**src/hw/cantx_cfg.svh**
```systemverilog
// constants of the transceiver digital control
`ifndef CANTX_CFG_SVH
`define CANTX_CFG_SVH
`define CANTX_CLK_NS 50
`define CANTX_DOM_TIMEOUT_NS 2000000
`define CANTX_DOM_CYC ((`CANTX_DOM_TIMEOUT_NS + `CANTX_CLK_NS - 1) / `CANTX_CLK_NS)
`define CANTX_MODE_DELAY_NS 10000
`define CANTX_MODE_CYC (`CANTX_MODE_DELAY_NS / `CANTX_CLK_NS)
`define CANTX_ADDR_CTRL 12'h000
`define CANTX_ADDR_STAT 12'h004
`define CANTX_ADDR_IRQ 12'h008
`define CANTX_ADDR_MASK 12'h00c
`define CANTX_CTRL_RST 32'h00000000
`define CANTX_IRQ_DOM 0
`define CANTX_IRQ_UV 1
`define CANTX_IRQ_TSD 2
`define CANTX_IRQ_REC 3
`endif

```
**src/hw/cantx_pkg.sv**
```systemverilog
// types of the transceiver digital control
`default_nettype none
package cantx_pkg;
	typedef enum logic [1:0] {
		CANTX_PROT = 2'b00,
		CANTX_WAIT = 2'b01,
		CANTX_RUN = 2'b10
	} cantx_mode_t;
	typedef struct packed {
		logic main_uv;
		logic logic_uv;
		logic thermal_hot;
		logic thermal_cool;
	} cantx_health_t;
	typedef struct packed {
		logic drive_dom;
		logic out_en;
		logic rxd;
	} cantx_bus_t;
endpackage
`default_nettype wire

```
**src/hw/cantx_domguard.sv**
```systemverilog
// dominant timeout guard on the transmit input
`include "cantx_cfg.svh"
`default_nettype none
module cantx_domguard import cantx_pkg::*; #(
	parameter int unsigned DOM_CYC = `CANTX_DOM_CYC
) (
	input wire logic pclk, // clock
	input wire logic presetn, // async reset, low
	input wire logic txd, // transmit request, low is dominant
	output logic tx_block, // transmitter held off after timeout
	output logic timeout_pulse // one cycle at timeout
);
	typedef struct packed {
		logic [16:0] cnt;
		logic blk;
		logic txd_prev;
		logic pulse;
	} cantx_dg_t;
	cantx_dg_t s_q, s_d;

	always_comb begin
		s_d = s_q;
		s_d.pulse = 1'b0;
		s_d.txd_prev = txd;
		if (txd) begin
			s_d.cnt = '0;
			if (!s_q.txd_prev) begin
				s_d.blk = 1'b0;
			end
		end else if (!s_q.blk) begin
			if (s_q.cnt >= 17'(DOM_CYC - 1)) begin
				s_d.blk = 1'b1;
				s_d.pulse = 1'b1;
			end else begin
				s_d.cnt = s_q.cnt + 17'h00001;
			end
		end
	end

	always_ff @(posedge pclk or negedge presetn) begin
		if (!presetn) begin
			s_q <= '{cnt: '0, blk: 1'b0, txd_prev: 1'b1, pulse: 1'b0};
		end else begin
			s_q <= s_d;
		end
	end

	assign tx_block = s_q.blk;
	assign timeout_pulse = s_q.pulse;

	a_block_release: assert property (@(posedge pclk) disable iff (!presetn)
		s_q.blk && txd && !s_q.txd_prev |=> !s_q.blk) else $error("block not released");
	a_block_hold: assert property (@(posedge pclk) disable iff (!presetn)
		s_q.blk && !txd |=> s_q.blk) else $error("block dropped while low");
endmodule // cantx_domguard
`default_nettype wire

```
**src/hw/cantx_ctrl.sv**
```systemverilog
// transceiver digital control top with apb registers
`include "cantx_cfg.svh"
`default_nettype none
module cantx_ctrl import cantx_pkg::*; #(
	parameter int unsigned DOM_CYC = `CANTX_DOM_CYC, // dominant timeout in cycles
	parameter bit HAS_LOGIC_SUPPLY = 1'b1 // 0: single-supply variant
) (
	input wire logic pclk, // clock 20 MHz
	input wire logic presetn, // async reset, low
	input wire logic psel, // apb select
	input wire logic penable, // apb enable
	input wire logic pwrite, // apb direction
	input wire logic [11:0] paddr, // apb byte address
	input wire logic [31:0] pwdata, // apb write data
	output logic [31:0] prdata, // apb read data
	output logic pready, // apb ready
	output logic pslverr, // apb error
	input wire logic txd, // transmit data, pull-up resolved outside
	input wire logic silent_sel, // silent select, pull-down resolved outside
	input wire cantx_health_t health, // supply and thermal monitors
	input wire logic bus_dominant, // receiver comparator, high is dominant
	output cantx_bus_t bus_out, // driver and rxd
	output logic irq // level interrupt
);
	// ******************************
	// state
	// ******************************
	typedef struct packed {
		cantx_mode_t mode;
		logic [8:0] wait_cnt;
		logic tsd;
		logic uv_prev;
		logic [3:0] irq_stat;
		logic [3:0] irq_mask;
		logic soft_silent;
		cantx_bus_t bus;
		logic [31:0] rdata;
		logic ready;
		logic err;
		logic irq;
	} cantx_st_t;
	cantx_st_t s_q, s_d;

	logic tx_block;
	logic timeout_pulse;

	function automatic logic addr_ok(input logic [11:0] a);
		addr_ok = (a == `CANTX_ADDR_CTRL) || (a == `CANTX_ADDR_STAT) ||
			(a == `CANTX_ADDR_IRQ) || (a == `CANTX_ADDR_MASK);
	endfunction

	cantx_domguard #(.DOM_CYC(DOM_CYC)) u_guard (
		.pclk(pclk),
		.presetn(presetn),
		.txd(txd),
		.tx_block(tx_block),
		.timeout_pulse(timeout_pulse)
	);

	// ******************************
	// next state
	// ******************************
	logic uv_now;
	logic silent_now;
	logic access;
	logic [3:0] ev;
	assign uv_now = health.main_uv || (HAS_LOGIC_SUPPLY && health.logic_uv);
	assign silent_now = silent_sel || s_q.soft_silent;
	assign access = psel && penable && !s_q.ready;

	always_comb begin
		s_d = s_q;
		ev = '0;
		// thermal flag with hysteresis: cleared only once cooled
		if (health.thermal_hot) begin
			s_d.tsd = 1'b1;
		end else if (health.thermal_cool) begin
			s_d.tsd = 1'b0;
		end
		s_d.uv_prev = uv_now;
		unique case (s_q.mode)
			CANTX_PROT: begin
				if (!uv_now) begin
					s_d.mode = CANTX_WAIT;
					s_d.wait_cnt = '0;
				end
			end
			CANTX_WAIT: begin
				if (uv_now) begin
					s_d.mode = CANTX_PROT;
				end else if (s_q.wait_cnt >= 9'(`CANTX_MODE_CYC - 1)) begin
					s_d.mode = CANTX_RUN;
				end else begin
					s_d.wait_cnt = s_q.wait_cnt + 9'h001;
				end
			end
			CANTX_RUN: begin
				if (uv_now) begin
					s_d.mode = CANTX_PROT;
				end
			end
			default: s_d.mode = CANTX_PROT;
		endcase
		// driver: low txd dominant only in normal run without faults
		s_d.bus.drive_dom = (s_q.mode == CANTX_RUN) && !silent_now && !tx_block &&
			!s_d.tsd && !txd && !uv_now;
		s_d.bus.out_en = (s_q.mode != CANTX_PROT) && !uv_now;
		// receiver mirrors bus in normal and silent alike
		s_d.bus.rxd = (uv_now) ? 1'b1 : !bus_dominant;
		ev[`CANTX_IRQ_DOM] = timeout_pulse;
		ev[`CANTX_IRQ_UV] = uv_now && !s_q.uv_prev;
		ev[`CANTX_IRQ_TSD] = s_d.tsd && !s_q.tsd;
		ev[`CANTX_IRQ_REC] = (s_q.mode == CANTX_WAIT) && (s_d.mode == CANTX_RUN);
		// apb
		s_d.ready = access;
		s_d.err = 1'b0;
		s_d.rdata = '0;
		if (access) begin
			s_d.err = !addr_ok(paddr);
			if (pwrite) begin
				unique case (paddr)
					`CANTX_ADDR_CTRL: s_d.soft_silent = pwdata[0];
					`CANTX_ADDR_IRQ: s_d.irq_stat = s_q.irq_stat & ~pwdata[3:0];
					`CANTX_ADDR_MASK: s_d.irq_mask = pwdata[3:0];
					default: ;
				endcase
			end else begin
				unique case (paddr)
					`CANTX_ADDR_CTRL: s_d.rdata = {31'h0, s_q.soft_silent};
					`CANTX_ADDR_STAT: s_d.rdata = {25'h0, silent_now, tx_block,
						s_q.tsd, s_q.mode == CANTX_RUN,
						uv_now, s_q.mode};
					`CANTX_ADDR_IRQ: s_d.rdata = {28'h0, s_q.irq_stat};
					`CANTX_ADDR_MASK: s_d.rdata = {28'h0, s_q.irq_mask};
					default: ;
				endcase
			end
		end
		// set wins over clear
		s_d.irq_stat = s_d.irq_stat | ev;
		s_d.irq = |(s_d.irq_stat & s_d.irq_mask);
	end

	always_ff @(posedge pclk or negedge presetn) begin
		if (!presetn) begin
			s_q <= '{mode: CANTX_PROT, wait_cnt: '0, tsd: 1'b0, uv_prev: 1'b1,
				irq_stat: '0, irq_mask: '0, soft_silent: 1'b0,
				bus: '{drive_dom: 1'b0, out_en: 1'b0, rxd: 1'b1},
				rdata: '0, ready: 1'b0, err: 1'b0, irq: 1'b0};
		end else begin
			s_q <= s_d;
		end
	end

	assign prdata = s_q.rdata;
	assign pready = s_q.ready;
	assign pslverr = s_q.err;
	assign bus_out = s_q.bus;
	assign irq = s_q.irq;

	// ******************************
	// assertion helpers
	// ******************************
	// settled cycles in the wait state, counted apart from wait_cnt so that a
	// slip in the state counter cannot vouch for itself
	logic [8:0] chk_wait_q;
	// an apb access phase whose answer is still outstanding
	logic chk_take;

	assign chk_take = psel && penable && !pready;

	always_ff @(posedge pclk or negedge presetn) begin
		if (!presetn) begin
			chk_wait_q <= '0;
		end else if (s_q.mode == CANTX_WAIT && !uv_now) begin
			chk_wait_q <= chk_wait_q + 9'h001;
		end else begin
			chk_wait_q <= '0;
		end
	end

	// ******************************
	// driver and thermal flag checks
	// ******************************
	a_silent_recessive: assert property (@(posedge pclk) disable iff (!presetn)
		silent_sel |=> !s_q.bus.drive_dom)
		else $error("driven while silent");
	a_soft_silent: assert property (@(posedge pclk) disable iff (!presetn)
		s_q.soft_silent |=> !s_q.bus.drive_dom)
		else $error("driven while soft silent");
	a_blocked_quiet: assert property (@(posedge pclk) disable iff (!presetn)
		tx_block |=> !s_q.bus.drive_dom)
		else $error("driven while blocked");
	a_recessive_txd: assert property (@(posedge pclk) disable iff (!presetn)
		txd |=> !s_q.bus.drive_dom)
		else $error("dominant on high txd");
	a_normal_drive: assert property (@(posedge pclk) disable iff (!presetn)
		s_q.mode == CANTX_RUN && !uv_now && !silent_now && !tx_block && !s_d.tsd && !txd
		|=> s_q.bus.drive_dom) else $error("no dominant drive");
	a_wait_no_drive: assert property (@(posedge pclk) disable iff (!presetn)
		s_q.mode != CANTX_RUN |=> !s_q.bus.drive_dom)
		else $error("driven before running");
	a_tsd_driver_off: assert property (@(posedge pclk) disable iff (!presetn)
		health.thermal_hot |=> !s_q.bus.drive_dom)
		else $error("driven hot");
	a_tsd_sets: assert property (@(posedge pclk) disable iff (!presetn)
		health.thermal_hot |=> s_q.tsd)
		else $error("thermal state not taken");
	a_tsd_hold: assert property (@(posedge pclk) disable iff (!presetn)
		s_q.tsd && !health.thermal_cool |=> s_q.tsd)
		else $error("thermal state left too early");

	// ******************************
	// receive checks
	// ******************************
	a_rx_follows_bus: assert property (@(posedge pclk) disable iff (!presetn)
		!uv_now |=> s_q.bus.rxd == !$past(bus_dominant))
		else $error("rxd wrong");
	a_rx_in_silent: assert property (@(posedge pclk) disable iff (!presetn)
		silent_now && !uv_now |=> s_q.bus.rxd == !$past(bus_dominant))
		else $error("rxd lost in silent");
	a_rx_while_hot: assert property (@(posedge pclk) disable iff (!presetn)
		s_q.tsd && !uv_now |=> s_q.bus.rxd == !$past(bus_dominant))
		else $error("rxd lost while hot");
	a_uv_rxd_high: assert property (@(posedge pclk) disable iff (!presetn)
		uv_now |=> s_q.bus.rxd)
		else $error("rxd low in uv");

	// ******************************
	// mode checks
	// ******************************
	// the bound counts settled wait cycles only: a fresh uv restarts recovery
	a_uv_outputs_off: assert property (@(posedge pclk) disable iff (!presetn)
		uv_now |=> !s_q.bus.out_en && !s_q.bus.drive_dom)
		else $error("driven in uv");
	a_uv_to_prot: assert property (@(posedge pclk) disable iff (!presetn)
		uv_now |=> s_q.mode == CANTX_PROT)
		else $error("uv did not protect");
	a_prot_outputs_off: assert property (@(posedge pclk) disable iff (!presetn)
		s_q.mode == CANTX_PROT |=> !s_q.bus.out_en)
		else $error("outputs on in protected");
	a_run_out_en: assert property (@(posedge pclk) disable iff (!presetn)
		s_q.mode == CANTX_RUN && !uv_now |=> s_q.bus.out_en)
		else $error("outputs off while running");
	a_recover_delay: assert property (@(posedge pclk) disable iff (!presetn)
		s_q.mode == CANTX_PROT && !uv_now |=> s_q.mode == CANTX_WAIT [*8])
		else $error("recovered too soon");
	a_recover_bound: assert property (@(posedge pclk) disable iff (!presetn)
		s_q.mode == CANTX_WAIT |-> chk_wait_q < 9'(`CANTX_MODE_CYC))
		else $error("recovery too slow");
	a_recover_exact: assert property (@(posedge pclk) disable iff (!presetn)
		s_q.mode == CANTX_WAIT && s_d.mode == CANTX_RUN |-> chk_wait_q == 9'(`CANTX_MODE_CYC - 1))
		else $error("recovery delay wrong");

	// ******************************
	// register checks
	// ******************************
	// one wait state: the answer is registered, so it stands for one cycle only
	a_apb_one_wait: assert property (@(posedge pclk) disable iff (!presetn)
		chk_take |=> pready)
		else $error("apb answer late");
	a_ready_pulse: assert property (@(posedge pclk) disable iff (!presetn)
		pready |=> !pready)
		else $error("pready held");
	a_err_unmapped: assert property (@(posedge pclk) disable iff (!presetn)
		chk_take && !addr_ok(paddr) |=> pslverr)
		else $error("no error on unmapped");
	a_err_mapped: assert property (@(posedge pclk) disable iff (!presetn)
		chk_take && addr_ok(paddr) |=> !pslverr)
		else $error("error on mapped");
	a_idle_rdata: assert property (@(posedge pclk) disable iff (!presetn)
		!chk_take |=> prdata == 32'h00000000)
		else $error("read data outside answer");
	a_mask_write: assert property (@(posedge pclk) disable iff (!presetn)
		chk_take && pwrite && paddr == `CANTX_ADDR_MASK
		|=> {28'h0000000, s_q.irq_mask} == ($past(pwdata) & 32'h0000000f)) else $error("mask lost");
	a_ctrl_write: assert property (@(posedge pclk) disable iff (!presetn)
		chk_take && pwrite && paddr == `CANTX_ADDR_CTRL
		|=> {31'h00000000, s_q.soft_silent} == ($past(pwdata) & 32'h00000001)) else $error("ctrl lost");
	a_w1c_clears: assert property (@(posedge pclk) disable iff (!presetn)
		chk_take && pwrite && paddr == `CANTX_ADDR_IRQ && ev == 4'h0
		|=> ({28'h0000000, s_q.irq_stat} & $past(pwdata)) == 32'h00000000) else $error("w1c failed");
	a_set_wins: assert property (@(posedge pclk) disable iff (!presetn)
		timeout_pulse |=> s_q.irq_stat[`CANTX_IRQ_DOM])
		else $error("timeout event lost");
	a_irq_masked_off: assert property (@(posedge pclk) disable iff (!presetn)
		s_q.irq_mask == 4'h0 && !chk_take |=> !irq)
		else $error("irq while masked");

	// ******************************
	// coverage
	// ******************************
	c_timeout: cover property (@(posedge pclk) disable iff (!presetn) timeout_pulse);
	c_recover: cover property (@(posedge pclk) disable iff (!presetn) ev[`CANTX_IRQ_REC]);
	c_silent_rx: cover property (@(posedge pclk) disable iff (!presetn)
		silent_sel && bus_dominant);
	c_uv_entry: cover property (@(posedge pclk) disable iff (!presetn) ev[`CANTX_IRQ_UV]);
	c_block_release: cover property (@(posedge pclk) disable iff (!presetn)
		tx_block ##1 !tx_block);
endmodule // cantx_ctrl
`default_nettype wire

```
**config.mk**
```make
export PLATFORM = sky130hd
export DESIGN_NAME = cantx_ctrl
export DESIGN_NICKNAME = d
export VERILOG_FILES = /design/src/hw/cantx_pkg.sv /design/src/hw/cantx_domguard.sv /design/src/hw/cantx_ctrl.sv
export VERILOG_INCLUDE_DIRS = /design/src /design/src/hw
export SDC_FILE = /design/constraint.sdc
export NUM_CORES = 1
export LEC_CHECK = 0
export ABC_AREA = 1
export BUFFER_PORTS_ARGS = -buffer_cell sky130_fd_sc_hd__buf_2
export CAP_MARGIN = 25
export CORE_MARGIN = 3
export CORE_UTILIZATION = 40
export DETAILED_ROUTE_END_ITERATION = 7
export SETUP_SLACK_MARGIN = 0.15
export SLEW_MARGIN = 30
export SYNTH_ARGS = -nofsm -noshare
export SYNTH_HDL_FRONTEND = slang
export SYNTH_SLANG_ARGS = --single-unit
```
**constraint.sdc**
```tcl
create_clock -name pclk -period 1.9 [get_ports pclk]
set_clock_uncertainty 0.1 [all_clocks]
set_input_delay 0.285 -clock pclk [delete_from_list [all_inputs] [get_ports pclk]]
set_output_delay 0.285 -clock pclk [all_outputs]
set_load 0.03 [all_outputs]
```
# Word level (Yosys, flattened, before mapping)
# Cells that the tools add are included.
[totals]
register_bits = 80
input_bits = 56
out_inout_bits = 38
wordCells = 99
[op_classes]
add_sub_neg = 2
order_cmp = 2
eq_ne = 12
muxes = 27
bitwise = 4
n_reduce_logical = 34
[op_table]
columns = ["op", "n"]
rows = [
  ["18-bit 2-to-1 mux", 2],
  ["9-bit 2-to-1 mux", 4],
  ["7-bit case mux with 4 select lines", 1],
  ["12-bit by 4-bit == test with 1-bit output (second input constant)", 2],
  ["9-bit case mux with 2 select lines", 1],
  ["17-bit by 1-bit adder with 17-bit output (second input constant)", 1],
  ["17-bit by 16-bit greater-or-equal comparator with 1-bit output (second input constant)", 1],
  ["17-bit 2-to-1 mux", 1],
  ["7-bit 2-to-1 mux", 2],
  ["12-bit by 3-bit == test with 1-bit output (second input constant)", 1],
  ["12-bit logical NOT", 1],
  ["2-bit inequality test (second input constant)", 6],
  ["1-bit logical AND", 11],
  ["11-bit 2-to-1 mux", 1],
  ["1-bit logical NOT", 10],
  ["9-bit by 1-bit adder with 9-bit output (second input constant)", 1],
  ["9-bit by 8-bit greater-or-equal comparator with 1-bit output (second input constant)", 1],
  ["1-bit 2-to-1 mux", 9],
  ["4-bit bitwise AND", 2],
  ["4-bit 2-to-1 mux", 2],
  ["2-bit 2-to-1 mux", 3],
  ["2-bit case mux with 3 select lines", 1],
  ["1-bit logical OR", 5],
  ["2-bit == test (second input constant)", 2],
  ["9 further kinds", 10],
]

# Depth between registers and ports, before layout
# Gate-level depths: netlist of the first run.
[depth]
word_depth = 9
depth_mapped = 12
mapped_depth_nobuf = 12

# Cells and area by module
# From an unflattened synthesis of the first run, not the netlist that was laid out.
[hier_totals]
hier_cells = 447
hier_area_um2 = 3368.2
[modules_own_cells]
columns = ["module", "instances", "cells_each", "area_per_inst_um2", "seq_area_each_um2"]
rows = [
  ["cantx_ctrl", 1, 253, 2011.9, 878.3],
  ["cantx_domguard", 1, 194, 1356.3, 501.7],
]

# Worst setup path before layout of the first run
# OpenSTA, ideal clock, no wires.
[synth_timing]
path_type = "reg2reg"
startpoint = "reg u_guard.s_q[3] (netlist name)"
endpoint = "reg u_guard.s_q[13] (netlist name)"
setup_time_ns = 0.116
t_arrival_ns = 1.408
required_time_ns = 1.684
slack_ns = 0.276
stages_incl_launch_ff = 10
path_buffers = 1
synth_period_minus_slack_ns = 1.624
cell_sequence = "dfrtp_1 ha_1 nand3_2 nor2_4 nand3_4 nand3_4 nor2_8 buf_12 nand3_2 nand2_2"
[synth_between]
elab_chain_cells = 4
word_cells_on_any_way = 7
cone_classes = "1 x add/sub; 1 x order compare; 1 x eq/ne; 3 x mux; 1 x reduce/logical"
[synth_rtl]
columns = ["element", "line", "rtl"]
rows = [
  ["start: declaration", "cantx_domguard.sv:19", "cantx_dg_t s_q, s_d;"],
  ["start signal: assignment", "cantx_domguard.sv:42", "s_q <= '{cnt: '0, blk: 1'b0, txd_prev: 1'b1, pulse: 1'b0};"],
  ["17-bit by 1-bit adder with 17-bit output", "cantx_domguard.sv:35", "s_d.cnt = s_q.cnt + 17'h00001;"],
  ["17-bit 2-to-1 mux", "cantx_domguard.sv:31", "if (s_q.cnt >= 17'(DOM_CYC - 1)) begin"],
  ["18-bit 2-to-1 mux", "cantx_domguard.sv:30", "end else if (!s_q.blk) begin"],
  ["18-bit 2-to-1 mux", "cantx_domguard.sv:25", "if (txd) begin"],
]
# Parallel ways exist; a longest one is shown, timed or not. The select of a mux whose other input is x is not followed.
# A chain may end at the register's enable or synchronous reset.

# Final worst setup path of the first run
[layout_timing]
startpoint = "reg u_guard.s_q[3] (netlist name)"
endpoint = "reg u_guard.s_q[3] (netlist name)"
# The elaborated chain is that of the path after synthesis.

==> flow_summary_export.csv, run 1 <==
group,metric,value,unit
layout,final_cells,611,
place,port_buffers,40,
power,irDropWorstVdd,339,µV
clock_network,cts_made_buffers,5,
yosys,yosys_warnings,0,
yosys,synth_xor_xnor_area_share,2.03,%
route,drtIter0Drc,130,
yosys,yosysMostFrequentCell,"nand2_1",
power,powerDensity,611,nW/µm²
yosys,ys_seq_area_share,40.0,%
place,hpwlAfterDp,5280,µm
yosys,yosysTopAreaCellShare,37.7,%
layout,final_nets,564,
yosys,synthTopCellsByArea,"dfrtp_1 (38%), nand2_1 (12%), buf_4 (7.8%)",
critical_path,cpMostUsedCell,"nand2_1",
power,internal-power,1.74,mW
global_route,grt_max_degree,56,
floorplanning,dieArea,9780,µm²
floorplanning,io_pins,94,
clock_network,clk_latency,0.31,ns
yosys,synthCells,447,
sta,clock.fmax,609,MHz
floorplanning,initial_core_util,41.6,%
layout,seqCellArea,1390,µm²
route,drc,0,
yosys,synth_simple_gate_area_share,37.6,%
power,p_switching,0.689,mW
power,clkPwrFrac,31.5,%
sta,setup_viol,0,
clock_network,clockBufferDepth,2,
layout,multiInputGateArea,1690,µm²
sta,tns,0,ns
critical_path,cp-start-kind,"flop",
route,firstDrtPassIters,4,
critical_path,cp.arrival,1.79,ns
critical_path,cp.required,2.05,ns
yosys,yosys-top-cells-count,"nand2_1 (106), nor2_1 (58), dfrtp_1 (52)",
global_route,grt-ovfl-total,0,
min_path,hold_class,"primary input to flop",
route,drtAntennaViolNets,0,
sta,rsz0062_at_grt,"yes",
yosys,synth_edf_count,0,
yosys,synth_flop_cell,"dfrtp_1",
sta,drv_slew,0,
place,gp_congestion,0.865,
clock_network,cts_root_buf,"clkbuf_8",
global_route,grt_pass1_wl,12200,µm
yosys,synth_area_leader_cell,"dfrtp_1",
floorplanning,fp-row-count,33,
clock_network,cts_max_level,2,
floorplanning,die_w,98.9,µm
power,p_comb_share,17.3,%
layout,drive_gt1_share,25.3,%
yosys,synth_compound_area_share,4.02,%
route,wl_per_cell,11.9,µm
yosys,synth_area,3450,µm²
sta,worst_hold_slack,0.0145,ns
sta,finalHoldViolCount,0,
sta,timing.final.crit_share,86.4,%
route,dr_total_vias,2868,
run,maxCapViolations,0,
critical_path,worstSetupPathType,"flop to flop",
place,place_inst,581,
yosys,synth_seq_cells,55,
yosys,synth_mux_area_share,0.290,%
critical_path,slowest_stage,"dfrtp_2",
yosys,syn_area_per_cell,7.73,µm²
critical_path,ff2ff_setup_slack,0.26,ns
yosys,synth_top_family_by_area,"simple AND/OR/NAND/NOR gates",
global_route,antenna_found_initial,0,
global_route,grt_pass1_vias,2686,
floorplanning,die_h,98.9,µm
layout,fillers,834,
yosys,async_flop_share,100,%
clock_network,cts_num_sinks,55,
route,routed_wl,7280,µm
clock_network,clkTransAtPathRegs,0.09,ns
route,via_per_inst,4.69,
yosys,yosysUniqueCellTypes,38,
layout,area_delta_synth_final,15.4,%
global_route,groute.usage.overall,15.2,%
critical_path,cp-end-kind,"flop",
critical_path,crit_chain,"buf_6 -> nand3_4 -> nor2_4 -> nand2_2 -> nand2_1 -> nand2_2 -> nand3_4 -> buf_4 -> nor2_1 -> nand2_1 -> nand2_1",
power,switching_share,28.3,%
power,power_frac_seq,51.2,%
yosys,synthAdderAreaFrac,0.725,%
layout,diodes,0,
clock_network,tritoncts,"done",
floorplanning,core,8300,µm²
critical_path,crit_fanout,3,
power,p_leak,2.06,nW
critical_path,critPathMaxStageDelay,0.45,ns
outcome,status,"completed",
sta,period_needed,1.64,ns
power,total_power,2.43,mW
registers in the layout, summed over array words and instances, names as in the netlist:
name,cells
s_q,22
u_guard.s_q,18
prdata,7
bus_out,3
irq,1
pready,1
pslverr,1
u_guard.timeout_pulse,1
u_guard.tx_block,1
logic make-up (layout without fill, tap and decap cells):
kind of cell / after synthesis / after routing
AOI/OAI and AO/OA: 22 / 22
other: 1 / 25
buffers and inverters: 93 / 128
muxes: 1 / 1
and+or+nand+nor: 265 / 265
adders and majority gates: 2 / 2
xor gates and xnor gates: 8 / 8
DFF: 55 / 55
power by group through the flow:
stage | Combinational, mW | Sequential (mW) | Clock [mW]
floorplan | 0.302 | 1.25 | 0
global placement | 0.338 | 1.26 | 0
detailed placement | 0.341 | 1.26 | 0
CTS | 0.382 | 1.24 | 0.795
global route | 0.465 | 1.25 | 0.851
finish | 0.421 | 1.25 | 0.767
cell usage in the layout, fill, tap and decap left out, types with 7 or more instances in the layout:
cell     count
inv_1       46
nand3_1     47
conb_1      25
buf_4       27
nor2_1      56
nand4_1     10
a21oi_1      7
nand2_1    105
dfrtp_2      7
nor3_1       7
nand3_2     14
buf_2       40
dfrtp_1     45
final timing paths:
kind / start / end / cells past startpoint
setup / recovery: u_guard.s_q[3] / u_guard.s_q[3] / 11
hold / removal: txd / u_guard.s_q[1] / 1
setup reg to reg: u_guard.s_q[3] / u_guard.s_q[3] / 11
hold reg to reg: u_guard.timeout_pulse / s_q[43] / 2
max in group asynchronous: presetn / u_guard.s_q[1] / 3
min in group asynchronous: presetn / bus_out[1] / 3
metrics by stage:
step | area, µm² | setup WS, ns | utilization (%)
2_1_floorplan | 3540 | 0.276 | -
4_1_cts | 3790 | 0.158 | 45.7
3_5_place_dp | 3610 | 0.138 | 43.6
5_1_grt | 3990 | 0.132 | 48.0
3_3_place_gp | 3610 | 0.157 | 43.6
6_report | 3990 | 0.259 | 48.0
critical path, delay by kind of cell (launching register included):
family	cells	cell delay, ns
and+or+nand+nor	9	0.77
DFF	1	0.45
buffers and inverters	2	0.29
metal layers:
layer | vias to the layer above | wire [µm] | global-route usage [%]
met5 | - | 0 | 0
met2 | 50 | 3560 | 25.0
met4 | 0 | 50 | 3.68
li1 | 1475 | - | -
met3 | 6 | 292 | 2.62
met1 | 1337 | 3370 | 20.8
final cells by class:
class	count	area share [%]
timing repair buffer	73	12.4
multi-input combinational	323	42.4
clock buffer	6	1.82
tap	105	3.30
inverter	48	4.52
sequential	55	34.9
clock inverter	1	0.754
timing repair:
action,CTS,global route
buffers inserted,4,17
hold buffers,2,0
setup endpoints to repair,11,26
hold endpoints to repair,53,0
gates resized for setup,1,21
pin swaps,2,7
Note: power is estimated with default switching activity, not from simulation.
==> run 2, diff against run 1 <==
--- a/config.mk
+++ b/config.mk
@@ -9,9 +9,12 @@
 export ABC_AREA = 1
 export BUFFER_PORTS_ARGS = -buffer_cell sky130_fd_sc_hd__buf_2
 export CAP_MARGIN = 25
+export CELL_PAD_IN_SITES_DETAIL_PLACEMENT = 1
+export CELL_PAD_IN_SITES_GLOBAL_PLACEMENT = 1
 export CORE_MARGIN = 3
-export CORE_UTILIZATION = 40
+export CORE_UTILIZATION = 38
 export DETAILED_ROUTE_END_ITERATION = 7
+export PLACE_DENSITY_LB_ADDON = 0.1
 export SETUP_SLACK_MARGIN = 0.15
 export SLEW_MARGIN = 30
 export SYNTH_ARGS = -nofsm -noshare
==> flow_summary_export.csv, run 2 (synthesized netlist as in run 1, its figures left out) <==
group,metric,value,unit
outcome,status,"completed",
layout,largest_register_ffs,22,
min_path,whs_path_depth,3,
route,wl_per_cell,14.4,µm
layout,area_delta_synth_final,17.3,%
layout,multiInputGateArea,1740,µm²
clock_network,clk_latency,0.31,ns
floorplanning,fp-row-count,34,
critical_path,r2r_start,"u_guard.s_q[17]",
power,p_leak,2.09,nW
floorplanning,die_w,101,µm
sta,drv_slew,0,
sta,tns,0,ns
place,port_buffers,40,
run,maxCapViolations,0,
global_route,grt_max_degree,56,
layout,final_common_cell,"nand2_1",
floorplanning,initial_core_util,39.4,%
layout,top_register,"s_q",
route,via_per_inst,4.86,
route,routed_wl,8880,µm
route,firstDrtPassIters,4,
clock_network,clkTransAtPathRegs,0.12,ns
place,gp_congestion,0.864,
sta,clock.fmax,569,MHz
power,powerDensity,597,nW/µm²
layout,fillers,1113,
min_path,hold_class,"primary input to flop",
sta,period_needed,1.76,ns
route,drtAntennaViolNets,0,
layout,diodes,0,
critical_path,r2r_cells,9,
layout,design_area,4050,µm²
global_route,groute.usage.overall,16.4,%
critical_path,cp-start-kind,"flop",
critical_path,cp.arrival,1.86,ns
global_route,grt-ovfl-total,0,
layout,fin_util,46.2,%
power,irDropWorstVdd,367,µV
global_route,antenna_found_initial,0,
clock_network,cts_max_level,2,
critical_path,crit_fanout,5,
power,total_power,2.42,mW
place,post_dp_cell_area,3660,µm²
clock_network,cts_root_buf,"clkbuf_8",
critical_path,cp-end-kind,"flop",
critical_path,cp.required,2.00,ns
layout,layout_common_cells,"nand2_1 (105), nor2_1 (53), dfrtp_1 (48)",
sta,finalHoldViolCount,0,
clock_network,clockBufferDepth,2,
sta,setup_viol,0,
sta,timing.final.crit_share,92.5,%
floorplanning,core,8760,µm²
floorplanning,die_h,101,µm
floorplanning,io_pins,94,
critical_path,ff2ff_setup_slack,0.14,ns
layout,drive_gt1_share,26.3,%
min_path,hp-start,"health[3]",
route,dr_total_vias,3000,
global_route,grt_pass1_vias,2844,
clock_network,cts_num_sinks,55,
route,drc,0,
sta,rsz0062_at_grt,"yes",
layout,seqCellArea,1390,µm²
clock_network,cts_made_buffers,5,
floorplanning,dieArea,10300,µm²
place,hpwlAfterDp,6310,µm
route,drtIter0Drc,123,
layout,final_nets,566,
critical_path,rr_endpoint,"u_guard.s_q[6]",
global_route,grt_pass1_wl,13700,µm
min_path,hold_path_end,"s_q[47]",
clock_network,tritoncts,"done",
critical_path,worstSetupPathType,"flop to flop",
[run 2: worst max path at each step]
stage / startpoint / endpoint / slack, ns / cells after the start
after floorplan: u_guard.s_q[3] / u_guard.s_q[13] / 0.28 / 9
after global placement: s_q[58] / s_q[54] / 0.17 / 9
after detailed placement: u_guard.s_q[3] / u_guard.s_q[10] / 0.15 / 8
after CTS: u_guard.s_q[4] / u_guard.s_q[9] / 0.16 / 9
after global routing: u_guard.s_q[17] / u_guard.s_q[6] / 0.05 / 9
final: u_guard.s_q[17] / u_guard.s_q[6] / 0.14 / 9
[run 2: per-stage QoR]
step / worst slack, ns / hold WS, ns / instances
floorplan: 0.276 / -0.111 / 471
global placement: 0.166 / 0.214 / 589
detailed placement: 0.149 / 0.216 / 589
CTS: 0.164 / 0.0665 / 603
global route: 0.0486 / 0.0782 / 617
finish: 0.142 / 0.0833 / 617
[run 2: cell type report]
class	instances	area share, %
Multi-Input combinational cell	324	43.0
Clock buffer	5	1.70
Timing Repair Buffer	74	12.8
Tap cell	108	3.34
Clock inverter	3	0.618
Sequential cell	55	34.2
Inverter	48	4.45
[run 2: routing by layer]
layer | share of wire (%) | track usage [%] | routed length [µm]
met3 | 3.5 | 2.48 | 312
met2 | 49 | 26.2 | 4330
met1 | 47 | 23.9 | 4200
met4 | 0.35 | 2.97 | 31
met5 | 0 | 0 | 0
[run 2: repair_timing]
item	in CTS	in global routing
hold endpoints to repair	54	0
hold buffers	3	0
endpoints found under the setup margin	12	25
pin swaps	1	10
resized for setup	1	27
buffers inserted	3	12
cloned	0	2
[run 2: critical path, cell delays in order, from the launching register on]
cell,delay [ns]
dfrtp_2,0.48
nor2_4,0.14
nand2_1,0.08
nor2_1,0.22
nand3_4,0.15
nand3_4,0.16
nor2_8,0.06
clkbuf_16,0.16
nand3_2,0.05
nand2_1,0.05
[run 2: report_power, final]
group          switching (mW)  internal, mW
logic                   0.313         0.172
clock network           0.430         0.270
registers              0.0280          1.20
total                   0.771          1.65
==> run 3, diff against run 2 <==
--- a/config.mk
+++ b/config.mk
@@ -15,6 +15,7 @@
 export CORE_UTILIZATION = 38
 export DETAILED_ROUTE_END_ITERATION = 7
 export PLACE_DENSITY_LB_ADDON = 0.1
+export REMOVE_ABC_BUFFERS = 1
 export SETUP_SLACK_MARGIN = 0.15
 export SLEW_MARGIN = 30
 export SYNTH_ARGS = -nofsm -noshare
==> flow_summary_export.csv, run 3 (synthesized netlist as in run 1, its figures left out) <==
group,metric,value,unit
route,firstDrtPassIters,4,
global_route,antenna_found_initial,0,
critical_path,cpMostUsedCell,"nand3_4",
power,powerDensity,594,nW/µm²
clock_network,clk_latency,0.32,ns
critical_path,critPathMaxStageDelay,0.42,ns
sta,finalWorstSetupSlack,0.238,ns
route,dr_total_vias,2944,
sta,period_needed,1.66,ns
place,place_ws,0.123,ns
critical_path,slowest_stage,"dfrtp_1",
route,routed_wl,8260,µm
critical_path,critPathBufInv,1,
clock_network,tritoncts,"done",
min_path,hold_class,"primary input to flop",
critical_path,cp_top_family,"simple AND/OR/NAND/NOR gates",
route,via_per_inst,4.83,
power,irDropWorstVdd,293,µV
place,hpwlAfterDp,6030,µm
critical_path,cp-end-kind,"flop",
route,drtAntennaViolNets,0,
global_route,grt_pass1_vias,3009,
clock_network,cts_made_buffers,5,
sta,finalHoldViolCount,0,
global_route,grt_max_degree,56,
layout,final_nets,558,
clock_network,cts_root_buf,"clkbuf_8",
route,drc,0,
floorplanning,die_w,101,µm
place,port_buffers,40,
clock_network,clockBufferDepth,2,
layout,diodes,0,
place,post_dp_cell_area,3640,µm²
floorplanning,fp-row-count,34,
power,total_power,2.33,mW
outcome,status,"completed",
floorplanning,core,8760,µm²
layout,top_register,"s_q",
sta,tns,0,ns
sta,clock.fmax,602,MHz
layout,largest_register_ffs,22,
critical_path,worstSetupPathType,"flop to flop",
layout,drive_gt1_share,24.2,%
floorplanning,die_h,101,µm
sta,drv_slew,0,
critical_path,cp-start-kind,"flop",
layout,design_area,3920,µm²
layout,area_delta_synth_final,13.4,%
critical_path,cp.required,2.01,ns
sta,timing.final.crit_share,87.5,%
clock_network,cts_num_sinks,55,
route,wl_per_cell,13.6,µm
run,maxCapViolations,0,
floorplanning,dieArea,10300,µm²
place,place_inst,585,
layout,final_cells,609,
critical_path,crit_chain,"ha_2 -> nand3_4 -> nor2_4 -> nand3_4 -> nand3_4 -> nor2_8 -> buf_4 -> nand3_2 -> nand2_1",
route,drtIter0Drc,48,
floorplanning,initial_core_util,39.4,%
sta,setup_viol,0,
global_route,grt-ovfl-total,0,
layout,final_common_cell,"nand2_1",
critical_path,crit_fanout,4,
place,gp_congestion,0.784,
floorplanning,io_pins,94,
global_route,grt_pass1_wl,14000,µm
power,p_leak,2.01,nW
clock_network,cts_max_level,2,
sta,rsz0062_at_grt,"yes",
layout,layout_common_cells,"nand2_1 (106), nor2_1 (55), nand3_1 (48)",
clock_network,clkTransAtPathRegs,0.10,ns
critical_path,cp.arrival,1.77,ns
global_route,groute.usage.overall,16.9,%
run 3: area by class of cell:
cell class,instances,area [µm²]
Clock buffer,6,72.6
Clock inverter,2,16.3
Fill cell,1130,4850
Inverter,48,180
Multi-Input combinational cell,324,1680
Sequential cell,55,1390
Tap cell,108,135
Timing Repair Buffer,66,444
run 3: stage by stage:
stage                     utilization (%)  hold WS, ns
final                                44.7       0.0739
after floorplan                         -       -0.111
after global placement               41.5        0.211
after global routing                 44.7       0.0689
after CTS                            43.5       0.0666
after detailed placement             41.5        0.214
run 3: worst paths after layout:
path                                    to  slack [ns]  cells after the start      startpoint
setup / recovery            u_guard.s_q[5]        0.24                      9  u_guard.s_q[4]
hold / removal                     s_q[47]        0.07                      3       health[3]
setup reg to reg            u_guard.s_q[5]        0.24                      9  u_guard.s_q[4]
hold reg to reg                    s_q[46]        0.42                      2         s_q[46]
max in group asynchronous   u_guard.s_q[1]        0.99                      3         presetn
min in group asynchronous  u_guard.s_q[12]        0.37                      3         presetn
run 3: power by group:
group / total [mW] / internal [mW] / switching [mW]
combinational: 0.406 / 0.131 / 0.275
clock: 0.684 / 0.266 / 0.418
sequential: 1.24 / 1.20 / 0.0316
total: 2.33 / 1.60 / 0.725
run 3: timing repair:
| item | CTS | global route |
|---|---|---|
| hold buffers | 3 | 0 |
| endpoints found under the hold margin | 54 | 0 |
| pin swaps | 2 | 9 |
| endpoints found under the setup margin | 7 | 24 |
| buffers inserted | 6 | 6 |
| resized for setup | 0 | 18 |
| gates cloned | 0 | 1 |
run 3: layer usage:
metal	global-route usage [%]	vias up	part of all wire (%)
li1	-	1468	-
met1	22.2	1432	48
met2	29.4	38	48
met3	2.75	6	2.7
met4	3.48	0	0.87
met5	0	-	0
run 3: tightest hold or removal path, cell delays in order:
cell,delay (ns)
buf_2,0.08
nor2_2,0.04
inv_2,0.06
